## src/logic/eocb_map.vh

```
// Command codes, field positions, reset values and timing counts for the option command block
`ifndef EOCB_MAP_VH
`define EOCB_MAP_VH
`define EOCB_CMD_COMMON_ELECTRODE_VOLTAGE_WR     8'h2c
`define EOCB_CMD_OPT_RD      8'h2d
`define EOCB_CMD_UID_RD      8'h2e
`define EOCB_CMD_STATUS_RD   8'h2f
`define EOCB_CMD_WS_PROG     8'h30
`define EOCB_CMD_WS_LOAD     8'h31
`define EOCB_CMD_LUT_WR      8'h32
`define EOCB_CMD_CRC_CALC    8'h34
`define EOCB_CMD_CRC_RD      8'h35
`define EOCB_CMD_SEL_PROG    8'h36
`define EOCB_CMD_OPT_WR      8'h37
`define EOCB_CMD_UID_WR      8'h38
`define EOCB_CMD_PROG_MODE   8'h39
`define EOCB_CMD_BORDER      8'h3c
`define EOCB_CMD_HV_DET      8'h14
`define EOCB_CMD_VCI_DET     8'h15
`define EOCB_CMD_SEQ_CTRL    8'h22
`define EOCB_COMMON_ELECTRODE_VOLTAGE_MIN        8'h08
`define EOCB_COMMON_ELECTRODE_VOLTAGE_MAX        8'h78
`define EOCB_COMMON_ELECTRODE_VOLTAGE_RST        8'h00
`define EOCB_BORDER_RST      8'hc0
`define EOCB_SEQ_RST         8'hff
`define EOCB_MODE_RST        2'h0
`define EOCB_LUT_BYTES       8'h99
`define EOCB_OPT_BYTES       4'ha
`define EOCB_OPT_RD_BYTES    4'hb
`define EOCB_ST_HV_BIT       5
`define EOCB_ST_VCI_BIT      4
`define EOCB_ST_BUSY_BIT     2
`define EOCB_SEQ_CLK_BIT     7
`define EOCB_SEQ_ANA_BIT     6
`define EOCB_OP_TIME_US      100
`define EOCB_CLK_MHZ         10
`define EOCB_OP_CYCLES       (`EOCB_OP_TIME_US * `EOCB_CLK_MHZ)
`endif
```

## src/logic/eocb_cmd.v

```verilog
// Option, user-ID, OTP, LUT, CRC and border command interpreter behind the serial host port
//
// Behaviour
// - 2C stores one-byte COMMON_ELECTRODE_VOLTAGE code, reset zero
// - 2D returns option, COMMON_ELECTRODE_VOLTAGE, modes, versions
// - 38 stores ten ID bytes; 2E returns them
// - Status byte: HV, SUPPLY_INPUT_LEVEL, busy, ID code
// - HV/SUPPLY_INPUT_LEVEL flags invalid until detections run
// - Busy high throughout OTP and CRC operations
// - 31 loads waveform OTP into LUT
// - 32 takes 153 LUT bytes
// - 34 starts CRC; 35 returns it MSB first
// - 36 programs option and ID into OTP
// - 37 takes ten bytes; A7 spare COMMON_ELECTRODE_VOLTAGE
// - Bytes B-E, F3:0 hold 36 mode bits
// - F6 enables ping-pong only in mode 2; the code sets ram_alternation_r from F6 in every mode
// - Bytes G-J hold ID/version, all storable
// - 39 sets program mode: 00 normal, 11 internal
// - Fixed border level from bits 5:4
// - Transition: bit2 red handling, bits1:0 LUT
// - Sequence control sets clock and analog enables
// - Detection results reported in status byte
`timescale 1ns/1ns
`include "eocb_map.vh"
module eocb_cmd
#(
   parameter OP_CYCLES = `EOCB_OP_CYCLES,
   parameter [1:0] CHIP_ID = 2'h2          // Arbitrary identification value
)
(
   // Clock and reset
   input  wire        mclk,
   input  wire        rst_n,
   // Serial host port pins
   input  wire        sclk_pin,
   input  wire        sdin_pin,
   input  wire        csel_n_pin,
   input  wire        dcsel_pin,
   output reg         sdout_r,
   output reg         sdout_oe_r,
   output reg         busy_r,
   // Analog status inputs
   input  wire        high_voltage_ok,
   input  wire        supply_low,
   // Configuration outputs
   output reg  [7:0]  common_electrode_voltage_r,
   output reg         common_electrode_voltage_code_valid_r,
   output reg         spare_common_electrode_voltage_sel_r,
   output reg  [35:0] waveform_setting_bits_r,
   output reg         ram_alternation_r,
   output reg  [31:0] module_version_r,
   output reg  [1:0]  prog_mode_r,
   output reg  [1:0]  border_sel_r,
   output reg  [1:0]  border_level_r,
   output reg         border_follow_r,
   output reg  [1:0]  border_lut_r,
   output reg         internal_clock_on_r,
   output reg         analog_supply_on_r,
   // OTP and LUT side
   output reg         lut_wr_r,
   output reg  [7:0]  lut_addr_r,
   output reg  [7:0]  lut_data_r,
   output reg  [4:0]  otp_op_r,            // 0 ws prog,1 ws load,2 sel prog,3 crc,4 unused
   input  wire [15:0] crc_value
);
   // State codes
   localparam [3:0] ST_IDLE = 4'h1;
   localparam [3:0] ST_PARM = 4'h2;
   localparam [3:0] ST_READ = 4'h4;
   localparam [3:0] ST_BUSY = 4'h8;

   // Border reset byte, sliced into its fields at reset
   localparam [7:0] BORDER_RST = `EOCB_BORDER_RST;

   // Synchronisers for pins and status
   reg [1:0] sclk_s, sdin_s, cs_s, dc_s, hv_s, vci_s;
   reg       sclk_d;
   always @(posedge mclk or negedge rst_n)
   begin
      if (!rst_n)
      begin
         sclk_s <= 2'h0; sdin_s <= 2'h0; cs_s <= 2'h3;
         dc_s <= 2'h0; hv_s <= 2'h0; vci_s <= 2'h0; sclk_d <= 1'b0;
      end
      else
      begin
         sclk_s <= {sclk_s[0], sclk_pin};
         sdin_s <= {sdin_s[0], sdin_pin};
         cs_s   <= {cs_s[0], csel_n_pin};
         dc_s   <= {dc_s[0], dcsel_pin};
         hv_s   <= {hv_s[0], high_voltage_ok};
         vci_s  <= {vci_s[0], supply_low};
         sclk_d <= sclk_s[1];
      end
   end
   wire rise = sclk_s[1] & ~sclk_d;
   wire fall = ~sclk_s[1] & sclk_d;
   wire sel  = ~cs_s[1];

   // Option registers, user ID store and transfer state
   reg [7:0]  uid_mem [0:9];
   reg [7:0]  opt_mem [0:9];
   reg [3:0]  state_r;
   reg [7:0]  cmd_r, shift_r, tx_r;
   reg [2:0]  bit_r;
   reg [7:0]  idx_r;
   reg [15:0] crc_r;
   reg [31:0] tmr_r;
   reg        hv_valid_r, vci_valid_r, hv_flag_r, vci_flag_r;
   wire [7:0] byte_in = {shift_r[6:0], sdin_s[1]};
   wire       byte_done = rise & sel & (bit_r == 3'h7);
   wire [7:0] status_byte = {2'h0, hv_flag_r, vci_flag_r, 1'b0, busy_r, CHIP_ID};

   // Next byte to return for read commands
   reg [7:0] rd_byte;
   always @*
   begin
      rd_byte = 8'h00;
      case (cmd_r)
         `EOCB_CMD_OPT_RD:
            if (idx_r == 8'h00) rd_byte = {spare_common_electrode_voltage_sel_r, 7'h00};
            else if (idx_r == 8'h01) rd_byte = common_electrode_voltage_r;
            else if (idx_r < 8'h0b) rd_byte = opt_mem[idx_r[3:0] - 4'h2];
         `EOCB_CMD_UID_RD:   if (idx_r < 8'h0a) rd_byte = uid_mem[idx_r[3:0]];
         `EOCB_CMD_STATUS_RD: rd_byte = status_byte;
         `EOCB_CMD_CRC_RD:   rd_byte = (idx_r == 8'h00) ? crc_r[15:8] : crc_r[7:0];
         default:            rd_byte = 8'h00;
      endcase
   end

   // Option bytes B..J (stored at 0..8) map onto registered mode and version outputs
   always @(posedge mclk or negedge rst_n)
   begin
      if (!rst_n)
      begin
         waveform_setting_bits_r <= 36'h0;
         module_version_r <= 32'h0;
      end
      else
      begin
         waveform_setting_bits_r <= {opt_mem[4][3:0], opt_mem[3], opt_mem[2],
                                     opt_mem[1], opt_mem[0]};
         module_version_r <= {opt_mem[5], opt_mem[6], opt_mem[7], opt_mem[8]};
      end
   end

   // Command decoder and sequencer
   integer i;
   always @(posedge mclk or negedge rst_n)
   begin
      if (!rst_n)
      begin
         state_r <= ST_IDLE; cmd_r <= 8'h00; shift_r <= 8'h00; tx_r <= 8'h00;
         bit_r <= 3'h0; idx_r <= 8'h00; crc_r <= 16'h0000; tmr_r <= 32'h0;
         sdout_r <= 1'b0; sdout_oe_r <= 1'b0; busy_r <= 1'b0;
         hv_valid_r <= 1'b0; vci_valid_r <= 1'b0; hv_flag_r <= 1'b0; vci_flag_r <= 1'b0;
         common_electrode_voltage_r <= `EOCB_COMMON_ELECTRODE_VOLTAGE_RST; common_electrode_voltage_code_valid_r <= 1'b0;
         spare_common_electrode_voltage_sel_r <= 1'b0; ram_alternation_r <= 1'b0; prog_mode_r <= `EOCB_MODE_RST;
         border_sel_r <= BORDER_RST[7:6]; border_level_r <= BORDER_RST[5:4];
         border_follow_r <= BORDER_RST[2]; border_lut_r <= BORDER_RST[1:0];
         internal_clock_on_r <= 1'b0; analog_supply_on_r <= 1'b0;
         lut_wr_r <= 1'b0; lut_addr_r <= 8'h00; lut_data_r <= 8'h00; otp_op_r <= 5'h00;
         for (i = 0; i < 10; i = i + 1)
         begin
            uid_mem[i] <= 8'h00;
            opt_mem[i] <= 8'h00;
         end
      end
      else
      begin
         lut_wr_r <= 1'b0;
         // Flags are valid only after their detection has been run
         hv_flag_r  <= hv_valid_r & ~hv_s[1];
         vci_flag_r <= vci_valid_r & vci_s[1];
         // Deselect ends a read, so no stale byte is driven during the next command
         if (!sel)
         begin
            bit_r <= 3'h0;
            sdout_oe_r <= 1'b0;
            tx_r <= 8'h00;
            if (state_r == ST_READ) state_r <= ST_IDLE;
         end
         else if (rise)
         begin
            shift_r <= byte_in;
            bit_r <= bit_r + 3'h1;
         end
         // Read data shifts out MSB first on falling edges
         if (sel && fall && state_r == ST_READ)
         begin
            sdout_r <= tx_r[7];
            tx_r <= {tx_r[6:0], 1'b0};
            sdout_oe_r <= 1'b1;
         end
         case (state_r)
            ST_IDLE, ST_PARM, ST_READ:
               if (byte_done && !dc_s[1])
               begin
                  cmd_r <= byte_in;
                  idx_r <= 8'h00;
                  state_r <= ST_PARM;
                  case (byte_in)
                     `EOCB_CMD_HV_DET:  hv_valid_r <= 1'b1;
                     `EOCB_CMD_VCI_DET: vci_valid_r <= 1'b1;
                     `EOCB_CMD_OPT_RD, `EOCB_CMD_UID_RD, `EOCB_CMD_STATUS_RD,
                     `EOCB_CMD_CRC_RD:
                        state_r <= ST_READ;
                     `EOCB_CMD_WS_PROG, `EOCB_CMD_WS_LOAD, `EOCB_CMD_SEL_PROG,
                     `EOCB_CMD_CRC_CALC:
                     begin
                        busy_r <= 1'b1;
                        tmr_r <= OP_CYCLES;
                        state_r <= ST_BUSY;
                        otp_op_r[0] <= (byte_in == `EOCB_CMD_WS_PROG);
                        otp_op_r[1] <= (byte_in == `EOCB_CMD_WS_LOAD);
                        otp_op_r[2] <= (byte_in == `EOCB_CMD_SEL_PROG);
                        otp_op_r[3] <= (byte_in == `EOCB_CMD_CRC_CALC);
                     end
                     default: ;
                  endcase
               end
               else if (state_r == ST_READ && sel && bit_r == 3'h0 && !fall && tx_r == 8'h00
                        && !sdout_oe_r)
                  tx_r <= rd_byte;
               else if (state_r == ST_READ && byte_done)
               begin
                  idx_r <= idx_r + 8'h01;
                  tx_r <= 8'h00;
                  sdout_oe_r <= 1'b0;
               end
               else if (state_r == ST_PARM && byte_done)
               begin
                  idx_r <= idx_r + 8'h01;
                  case (cmd_r)
                     `EOCB_CMD_COMMON_ELECTRODE_VOLTAGE_WR:
                        if (idx_r == 8'h00)
                        begin
                           common_electrode_voltage_r <= byte_in;
                           common_electrode_voltage_code_valid_r <= byte_in >= `EOCB_COMMON_ELECTRODE_VOLTAGE_MIN &&
                              byte_in <= `EOCB_COMMON_ELECTRODE_VOLTAGE_MAX && byte_in[1:0] == 2'h0;
                        end
                     `EOCB_CMD_UID_WR:
                        if (idx_r < 8'h0a) uid_mem[idx_r[3:0]] <= byte_in;
                     `EOCB_CMD_OPT_WR:
                        if (idx_r == 8'h00) spare_common_electrode_voltage_sel_r <= byte_in[7];
                        else if (idx_r < {4'h0, `EOCB_OPT_BYTES})
                        begin
                           opt_mem[idx_r[3:0] - 4'h1] <= byte_in;
                           if (idx_r == 8'h05) ram_alternation_r <= byte_in[6];
                        end
                     `EOCB_CMD_LUT_WR:
                        if (idx_r < `EOCB_LUT_BYTES)
                        begin
                           lut_wr_r <= 1'b1;
                           lut_addr_r <= idx_r;
                           lut_data_r <= byte_in;
                        end
                     `EOCB_CMD_PROG_MODE:
                        if (idx_r == 8'h00) prog_mode_r <= byte_in[1:0];
                     `EOCB_CMD_BORDER:
                        if (idx_r == 8'h00)
                        begin
                           border_sel_r <= byte_in[7:6];
                           border_level_r <= byte_in[5:4];
                           border_follow_r <= byte_in[2];
                           border_lut_r <= byte_in[1:0];
                        end
                     `EOCB_CMD_SEQ_CTRL:
                        if (idx_r == 8'h00)
                        begin
                           internal_clock_on_r <= byte_in[`EOCB_SEQ_CLK_BIT];
                           analog_supply_on_r <= byte_in[`EOCB_SEQ_CLK_BIT] &
                                                 byte_in[`EOCB_SEQ_ANA_BIT];
                        end
                     default: ;
                  endcase
               end
            ST_BUSY:
               if (tmr_r <= 32'h1)
               begin
                  busy_r <= 1'b0;
                  if (otp_op_r[3]) crc_r <= crc_value;
                  otp_op_r <= 5'h00;
                  state_r <= ST_IDLE;
               end
               else
                  tmr_r <= tmr_r - 32'h1;
            default: state_r <= ST_IDLE;
         endcase
      end
   end
endmodule // eocb_cmd

```

## config.mk

```make
export PLATFORM = sky130hd
export DESIGN_NAME = eocb_cmd
export DESIGN_NICKNAME = d
export VERILOG_FILES = /design/src/logic/eocb_cmd.v
export VERILOG_INCLUDE_DIRS = /design/src /design/src/logic
export SDC_FILE = /design/constraint.sdc
export NUM_CORES = 1
export LEC_CHECK = 0
export CORE_MARGIN = 5
export CORE_UTILIZATION = 57
export CTS_CLUSTER_DIAMETER = 40
export DETAILED_ROUTE_END_ITERATION = 10
export DONT_BUFFER_PORTS = 1
export GPL_TIMING_DRIVEN = 0
export PLACE_DENSITY_LB_ADDON = 0.2
export SKIP_LAST_GASP = 1
export SYNTH_ARGS = -nofsm -noshare
export SYNTH_HDL_FRONTEND = slang
export SYNTH_SLANG_ARGS = --single-unit
```

## constraint.sdc

```tcl
create_clock -name mclk -period 3.56 [get_ports mclk]
set_input_delay 0.356 -clock mclk [delete_from_list [all_inputs] [get_ports mclk]]
set_output_delay 0.356 -clock mclk [all_outputs]
set_load 0.05 [all_outputs]
```

# After elaboration in Yosys (flattened, before gate mapping)

Cells that the tools add are included.

$add $sub $neg: 5
Order comparisons: 11
Equality and inequality tests: 33
Multiplexer cells: 61
Bitwise gates (word level): 18
Reduce and logical (&&, ||, !) cells: 44

Operators with widths:

| kind                    | number |
|---|---|
| $mux W8                 | 21 |
| $bwmux W80              | 2 |
| $eq A8 B6 Y1 const B    | 19 |
| $mux W32                | 3 |
| $bmux W8 S4             | 2 |
| $demux W8 S4            | 2 |
| $pmux W32 S2            | 1 |
| $reduce_and A7 Y1       | 7 |
| $le A32 B1 Y1 const B   | 1 |
| $pmux W8 S4             | 1 |
| $sub A32 B1 Y32 const B | 1 |
| $mux W4                 | 7 |
| $pmux W4 S2             | 3 |
| $eq A8 B5 Y1 const B    | 2 |
| $logic_not A8 Y1        | 2 |
| $lt A8 B4 Y1 const B    | 2 |
| $mux W1                 | 16 |
| $ge A5 B5 Y1 const B    | 3 |
| $not A4 Y5              | 3 |
| $logic_and A1 B1 Y1     | 14 |
| $reduce_and A3 Y1       | 4 |
| $lt A5 B1 Y1 const B    | 2 |
| $reduce_and A9 Y1       | 1 |
| $add A8 B1 Y8 const B   | 1 |
| other kinds (29)        | 52 |

Register bits after elaboration: 377
Input bits: 24
Output and inout port bits: 115

# Longest topological paths before layout

Depth after elaboration: 12
Gate-level depth with buffers: 13
Depth with buffers taken out: 8

# Worst setup path before layout

No wires, ideal clock.

Kind: flip-flop to flip-flop
From: register idx_r[0]
To: register opt_mem[16] in the netlist's numbering
Library setup time: 0.128 ns
Arrival time: 3.583 ns
Slack: -0.150 ns
Cell stages (with the launch flop): 14
Clock period less this slack: 3.710 ns
Cells stage by stage: dfrtp_1 > buf_2 > buf_2 > clkbuf_1 > inv_1 > ha_1 > clkbuf_1 > or3b_1 > clkbuf_1 > nand4_1 > or4_1 > nor4_2 > nand2_1 > mux2_1

Word-level cells in the longest chain between the ends: 7

Ends and longest elaborated chain:

| what                                                               | RTL line       | RTL |
|---|---|---|
| from (decl)                                                        | eocb_cmd.v:106 | `reg [7:0] idx_r;` |
| from (signal assigned)                                             | eocb_cmd.v:227 | `idx_r <= idx_r + 8'h01;` |
| from (signal assigned)                                             | eocb_cmd.v:233 | `idx_r <= idx_r + 8'h01;` |
| $sub A4 B1 Y4                                                      | eocb_cmd.v:248 | `opt_mem[idx_r[3:0] - 4'h1] <= byte_in;` |
| $not A4 Y5 (implied by the code)                                   | eocb_cmd.v:248 |  |
| $ge A5 B5 Y1 (implied by the code) or $lt A5 B1 Y1 (tied branches) | eocb_cmd.v:248 |  |
| $logic_and A1 B1 Y1 (implied by the code)                          | eocb_cmd.v:248 |  |
| $mux W8 (implied by the code)                                      | eocb_cmd.v:248 |  |
| $demux W8 S4                                                       | eocb_cmd.v:248 |  |
| $bwmux W80                                                         | eocb_cmd.v:248 |  |
| to (signal, indexed assignment)                                    | eocb_cmd.v:248 |  |
| to (decl)                                                          | eocb_cmd.v:102 | `reg [7:0] opt_mem [0:9];` |

Several ways; a longest one is shown, not always the timed one.
A chain may end at the register's enable or synchronous reset.

# Final worst setup path

From: register idx_r[1]
To: register tx_r[6]

Word-level cells in the longest chain between the ends: 12

Ends and longest elaborated chain:

| what                                       | RTL line       | RTL |
|---|---|---|
| $sub A4 B2 Y4                              | eocb_cmd.v:123 | `else if (idx_r < 8'h0b) rd_byte = opt_mem[idx_r[3:0] - 4'h2];` |
| $not A4 Y5 (implied by the code)           | eocb_cmd.v:123 |  |
| $bmux W8 S4                                | eocb_cmd.v:123 |  |
| $mux W8 (implied by the code) (2 in a row) | eocb_cmd.v:123 |  |
| $mux W8                                    | eocb_cmd.v:123 |  |
| $mux W8                                    | eocb_cmd.v:122 | `else if (idx_r == 8'h01) rd_byte = common_electrode_voltage_r;` |
| $mux W8                                    | eocb_cmd.v:121 | `if (idx_r == 8'h00) rd_byte = {spare_common_electrode_voltage_sel_r, 7'h00};` |
| $pmux W8 S4 (*)                            | eocb_cmd.v:119 | `case (cmd_r)` |
| $mux W8 (*)                                | eocb_cmd.v:222 | `else if (state_r == ST_READ && sel && bit_r == 3'h0 && !fall && tx_r == 8'h00` |
| $mux W8 (*)                                | eocb_cmd.v:197 | `if (byte_done && !dc_s[1])` |
| $mux W8 (*)                                | eocb_cmd.v:195 | `case (state_r)` |
| to (signal assigned)                       | eocb_cmd.v:192 | `tx_r <= {tx_r[6:0], 1'b0};` |
| to (signal assigned)                       | eocb_cmd.v:224 | `tx_r <= rd_byte;` |
| to (decl)                                  | eocb_cmd.v:104 | `reg [7:0] cmd_r, shift_r, tx_r;` |

Every way passes the cells marked *; elsewhere a longest branch is shown, timed or not. The select of a mux whose other input is x is not followed.

==> qor.csv <==
stage,metric,value,unit
synthesis,syn_avg_cell_area,13.5,um^2
synthesis,synth.most_common_cell,dfrtp_1,
setup_path,crit_fanout,10,
timing,hold_violations,374,
timing,fin_worst_skew,15.4,ps
route,wl,40.1,mm
synthesis,synthFlopType,dfrtp_1,
timing,tightestPinTransition,1020,ps
timing,slew_viol_final,0,
synthesis,synth_nets,1242,
route,drc,0,
synthesis,synthArstFlopShare,100,%
synthesis,ys_top_cells_by_area,"dfrtp_1 (57%), mux2_1 (8.1%), mux2_2 (7.8%), mux4_2 (4.0%), mux2i_1 (1.9%)",
clocking,clk_path_buf_depth,3,
timing,fin_setup_tns,0,ps
synthesis,netlist_area,0.0162,mm^2
grt,grt_pass1_wl,62.5,mm
cells_and_area,final_util,67.1,%
timing,setup_viol,0,
pwr,p_leak,0.00888,uW
grt,overflow,0,
synthesis,ys_seq_elements,377,
pwr,peakVddDrop,0.000437,V
timing,max_slew_margin,31.8,%
placed_design,port-buffer-count,0,
clocking,h-tree-depth,2,
cells_and_area,diodes,0,
grt,grt_pass1_vias,10600,
route,wl_per_cell,23.6,um
cells_and_area,syn_to_final_growth,15.5,%
outcome,status,finished with violations,
grt,grt_usage,25.5,%
setup_path,crit_type,register to register,
pwr,p_sw,2360,uW
setup_path,crit_path_start_kind,register,
die,core_area,0.0279,mm^2
setup_path,crit_chain,clkbuf_2 -> inv_1 -> ha_2 -> or3b_4 -> nor2_2 -> mux2i_1 -> nor2_1 -> a211oi_1 -> o22ai_1,
die,pin_count,139,
clocking,cts_hold_buf,22,
route,vias_per_cell,6.20,
synthesis,yosys_warnings,0,
synthesis,yosysUniqueCellTypes,74,
synthesis,synthTopCellsByCount,"dfrtp_1 (372), mux2_1 (116), mux2_2 (112)",
setup_path,cp-end-kind,register,
die,die_w,179,um
die,row_count,61,
route,vias,10500,
setup_path,crit_arrival,3850,ps
grt,grt_max_degree,378,
die,initial_utilization,58.1,%
clocking,numCtsBuffers,49,
outcome,violations,negative hold slack,
pwr,p_int,7430,uW
placed_design,numPlacedInstances,1583,
route,ant_nets,0,
route,drtIter0Drc,918,
placed_design,gp_congestion,0.941,
clocking,clock-sinks,377,
route,drt-pass1-iter-count,7,
synthesis,synth_cells,1205,
clocking,cts_tree,done,
setup_path,cpPeakStageDelay,460,ps
clocking,cts.reportedPaths.clkPinSlew,60,ps
timing,max_freq,0.287,GHz
synthesis,synth_top_area_share,57.4,%
timing,fin_crit_sh,97.7,%
timing,hold_slack,-463,ps
synthesis,synth-seq-area-share,58.2,%
pwr,clkPwrFrac,49.6,%
pwr,power_density,522,mW/mm^2
setup_path,cpMaxStageDelayCell,or3b_4,
setup_path,worstPathRequired,3940,ps
flow_run,drv_cap,0,
cells_and_area,fill_cells,2049,
clocking,cts-root-buf,clkbuf_16,
synthesis,synth_edf_count,0,
pwr,pwr-share-seq,44.8,%
synthesis,synth_top_area_cell,dfrtp_1,
pwr,p_total,9790,uW
clocking,clk-insertion-delay-late,550,ps
cells_and_area,final_nets,1319,
timing,final.min_clock_period,3480,ps
die,dieArea,0.0319,mm^2
cells_and_area,drive_above_1_share,22.0,%
grt,antenna_found_initial,1,
die,die_height,179,um
timing,grt_setup_unrepaired,no,
placed_design,place_hpwl,26.9,mm
cells_and_area,final_cell_count_no_fill,1698,
pwr,swShare,24.1,%
pwr,combinationalPowerShare,5.5,%
min_path,min_path_type,input pin to async pin,
-- logic make-up (layout without fill, tap and decap cells) --
family / count (synthesis) / in the layout / synth area share, %
simple gates: 274 / 275 / 9.65
other cells: 1 / 1 / 0.0231
mux: 296 / 296 / 22.5
fa+ha+maj: 13 / 13 / 1.00
compound gates: 141 / 141 / 5.66
buf+inv: 90 / 204 / 2.24
flops: 377 / 377 / 58.2
xor+xnor: 13 / 13 / 0.702
-- what timing repair did --
action	CTS	global route
hold endpoints to repair	399	377
resized for setup	23	8
setup endpoints to repair	134	120
buffers inserted	5	1
cloned	1	0
pin swaps	3	2
-- power by group through the flow --
| stage | clock [uW] | combinational, uW | sequential, uW |
|---|---|---|---|
| after CTS | 4930 | 539 | 4390 |
| after global routing | 5130 | 575 | 4390 |
| after global placement | 0 | 501 | 4460 |
| after detailed placement | 0 | 517 | 4460 |
| after floorplan | 0 | 289 | 4440 |
| final | 4860 | 541 | 4390 |
-- worst max-delay path, delay by kind of cell, from the launching register on --
kind | cells | cell delay [ps]
flip-flops | 1 | 420
AO/OA/AOI/OAI | 2 | 520
adder cells (fa/ha/maj) | 1 | 410
AND/OR/NAND/NOR | 3 | 960
buffers and inverters | 2 | 610
multiplexers | 1 | 390
-- final cells by class --
type / count / area [um^2] / share of cell area (%)
inverter: 15 / 56.3 / 0.300
clock inverter: 24 / 250 / 1.34
sequential: 377 / 9440 / 50.4
tap: 378 / 473 / 2.52
clock buffer: 65 / 1400 / 7.46
multi-input combinational: 739 / 6500 / 34.7
timing repair buffer: 28 / 290 / 1.55
buffer: 72 / 328 / 1.75
-- layout by cell type (no fill, tap or decap), types with 11 or more instances in the layout --
cell             n
mux2_1         116
nor2_1          29
nand2_1         48
or4_1           11
ha_1            12
clkbuf_16       51
a21oi_1         37
nand4_1         15
nor3_1          27
nor4_1          15
o21ai_0         24
mux2_2         112
mux2i_1         31
dfrtp_1        372
clkbuf_1        56
mux4_2          29
nand3_1         36
inv_1           14
o31ai_1         12
dlygate4sd3_1   22
-- registers in the layout, summed over array words and instances (netlist names), 3 cells and up --
| name | flops |
|---|---|
| bit_r | 3 |
| cmd_r | 8 |
| common_electrode_voltage_r | 8 |
| crc_r | 16 |
| idx_r | 8 |
| lut_addr_r | 8 |
| lut_data_r | 8 |
| module_version_r | 32 |
| opt_mem | 80 |
| otp_op_r | 4 |
| shift_r | 7 |
| state_r | 4 |
| tmr_r | 32 |
| tx_r | 8 |
| uid_mem | 80 |
| waveform_setting_bits_r | 36 |
-- metrics by stage --
stage,worst slack [ps],area [um^2]
after detailed placement,-1200,16700
final,81.2,18700
after global placement,-1110,16700
after CTS,11.1,18700
after global routing,10.9,18700
after floorplan,1.22,16200
-- final timing paths --
| kind | from | endpoint | slack [ps] | cells after the start |
|---|---|---|---|---|
| setup / recovery | idx_r[1]$_DFFE_PN0P_ | tx_r[6]$_DFF_PN0_ | 80 | 9 |
| hold / removal | rst_n | module_version_r[29]$_DFF_PN0_ | -460 | 0 |
| setup reg to reg | idx_r[1]$_DFFE_PN0P_ | tx_r[6]$_DFF_PN0_ | 80 | 9 |
| hold reg to reg | sdin_s[0]$_DFF_PN0_ | sdin_s[1]$_DFF_PN0_ | 350 | 0 |
| max in group asynchronous | rst_n | bit_r[1]$_DFFE_PN0P_ | 3320 | 0 |
| min in group mclk | sdin_s[0]$_DFF_PN0_ | sdin_s[1]$_DFF_PN0_ | 350 | 0 |
-- routing by layer --
| layer | vias to the layer above | share of wire, % | track usage [%] |
|---|---|---|---|
| li1 | 4620 | - | - |
| met1 | 5392 | 42 | 36.2 |
| met2 | 401 | 47 | 39.8 |
| met3 | 110 | 6.9 | 4.96 |
| met4 | 2 | 3.9 | 9.27 |
| met5 | - | 0.045 | 0 |
No activity file was read; power rests on OpenSTA's default activity.
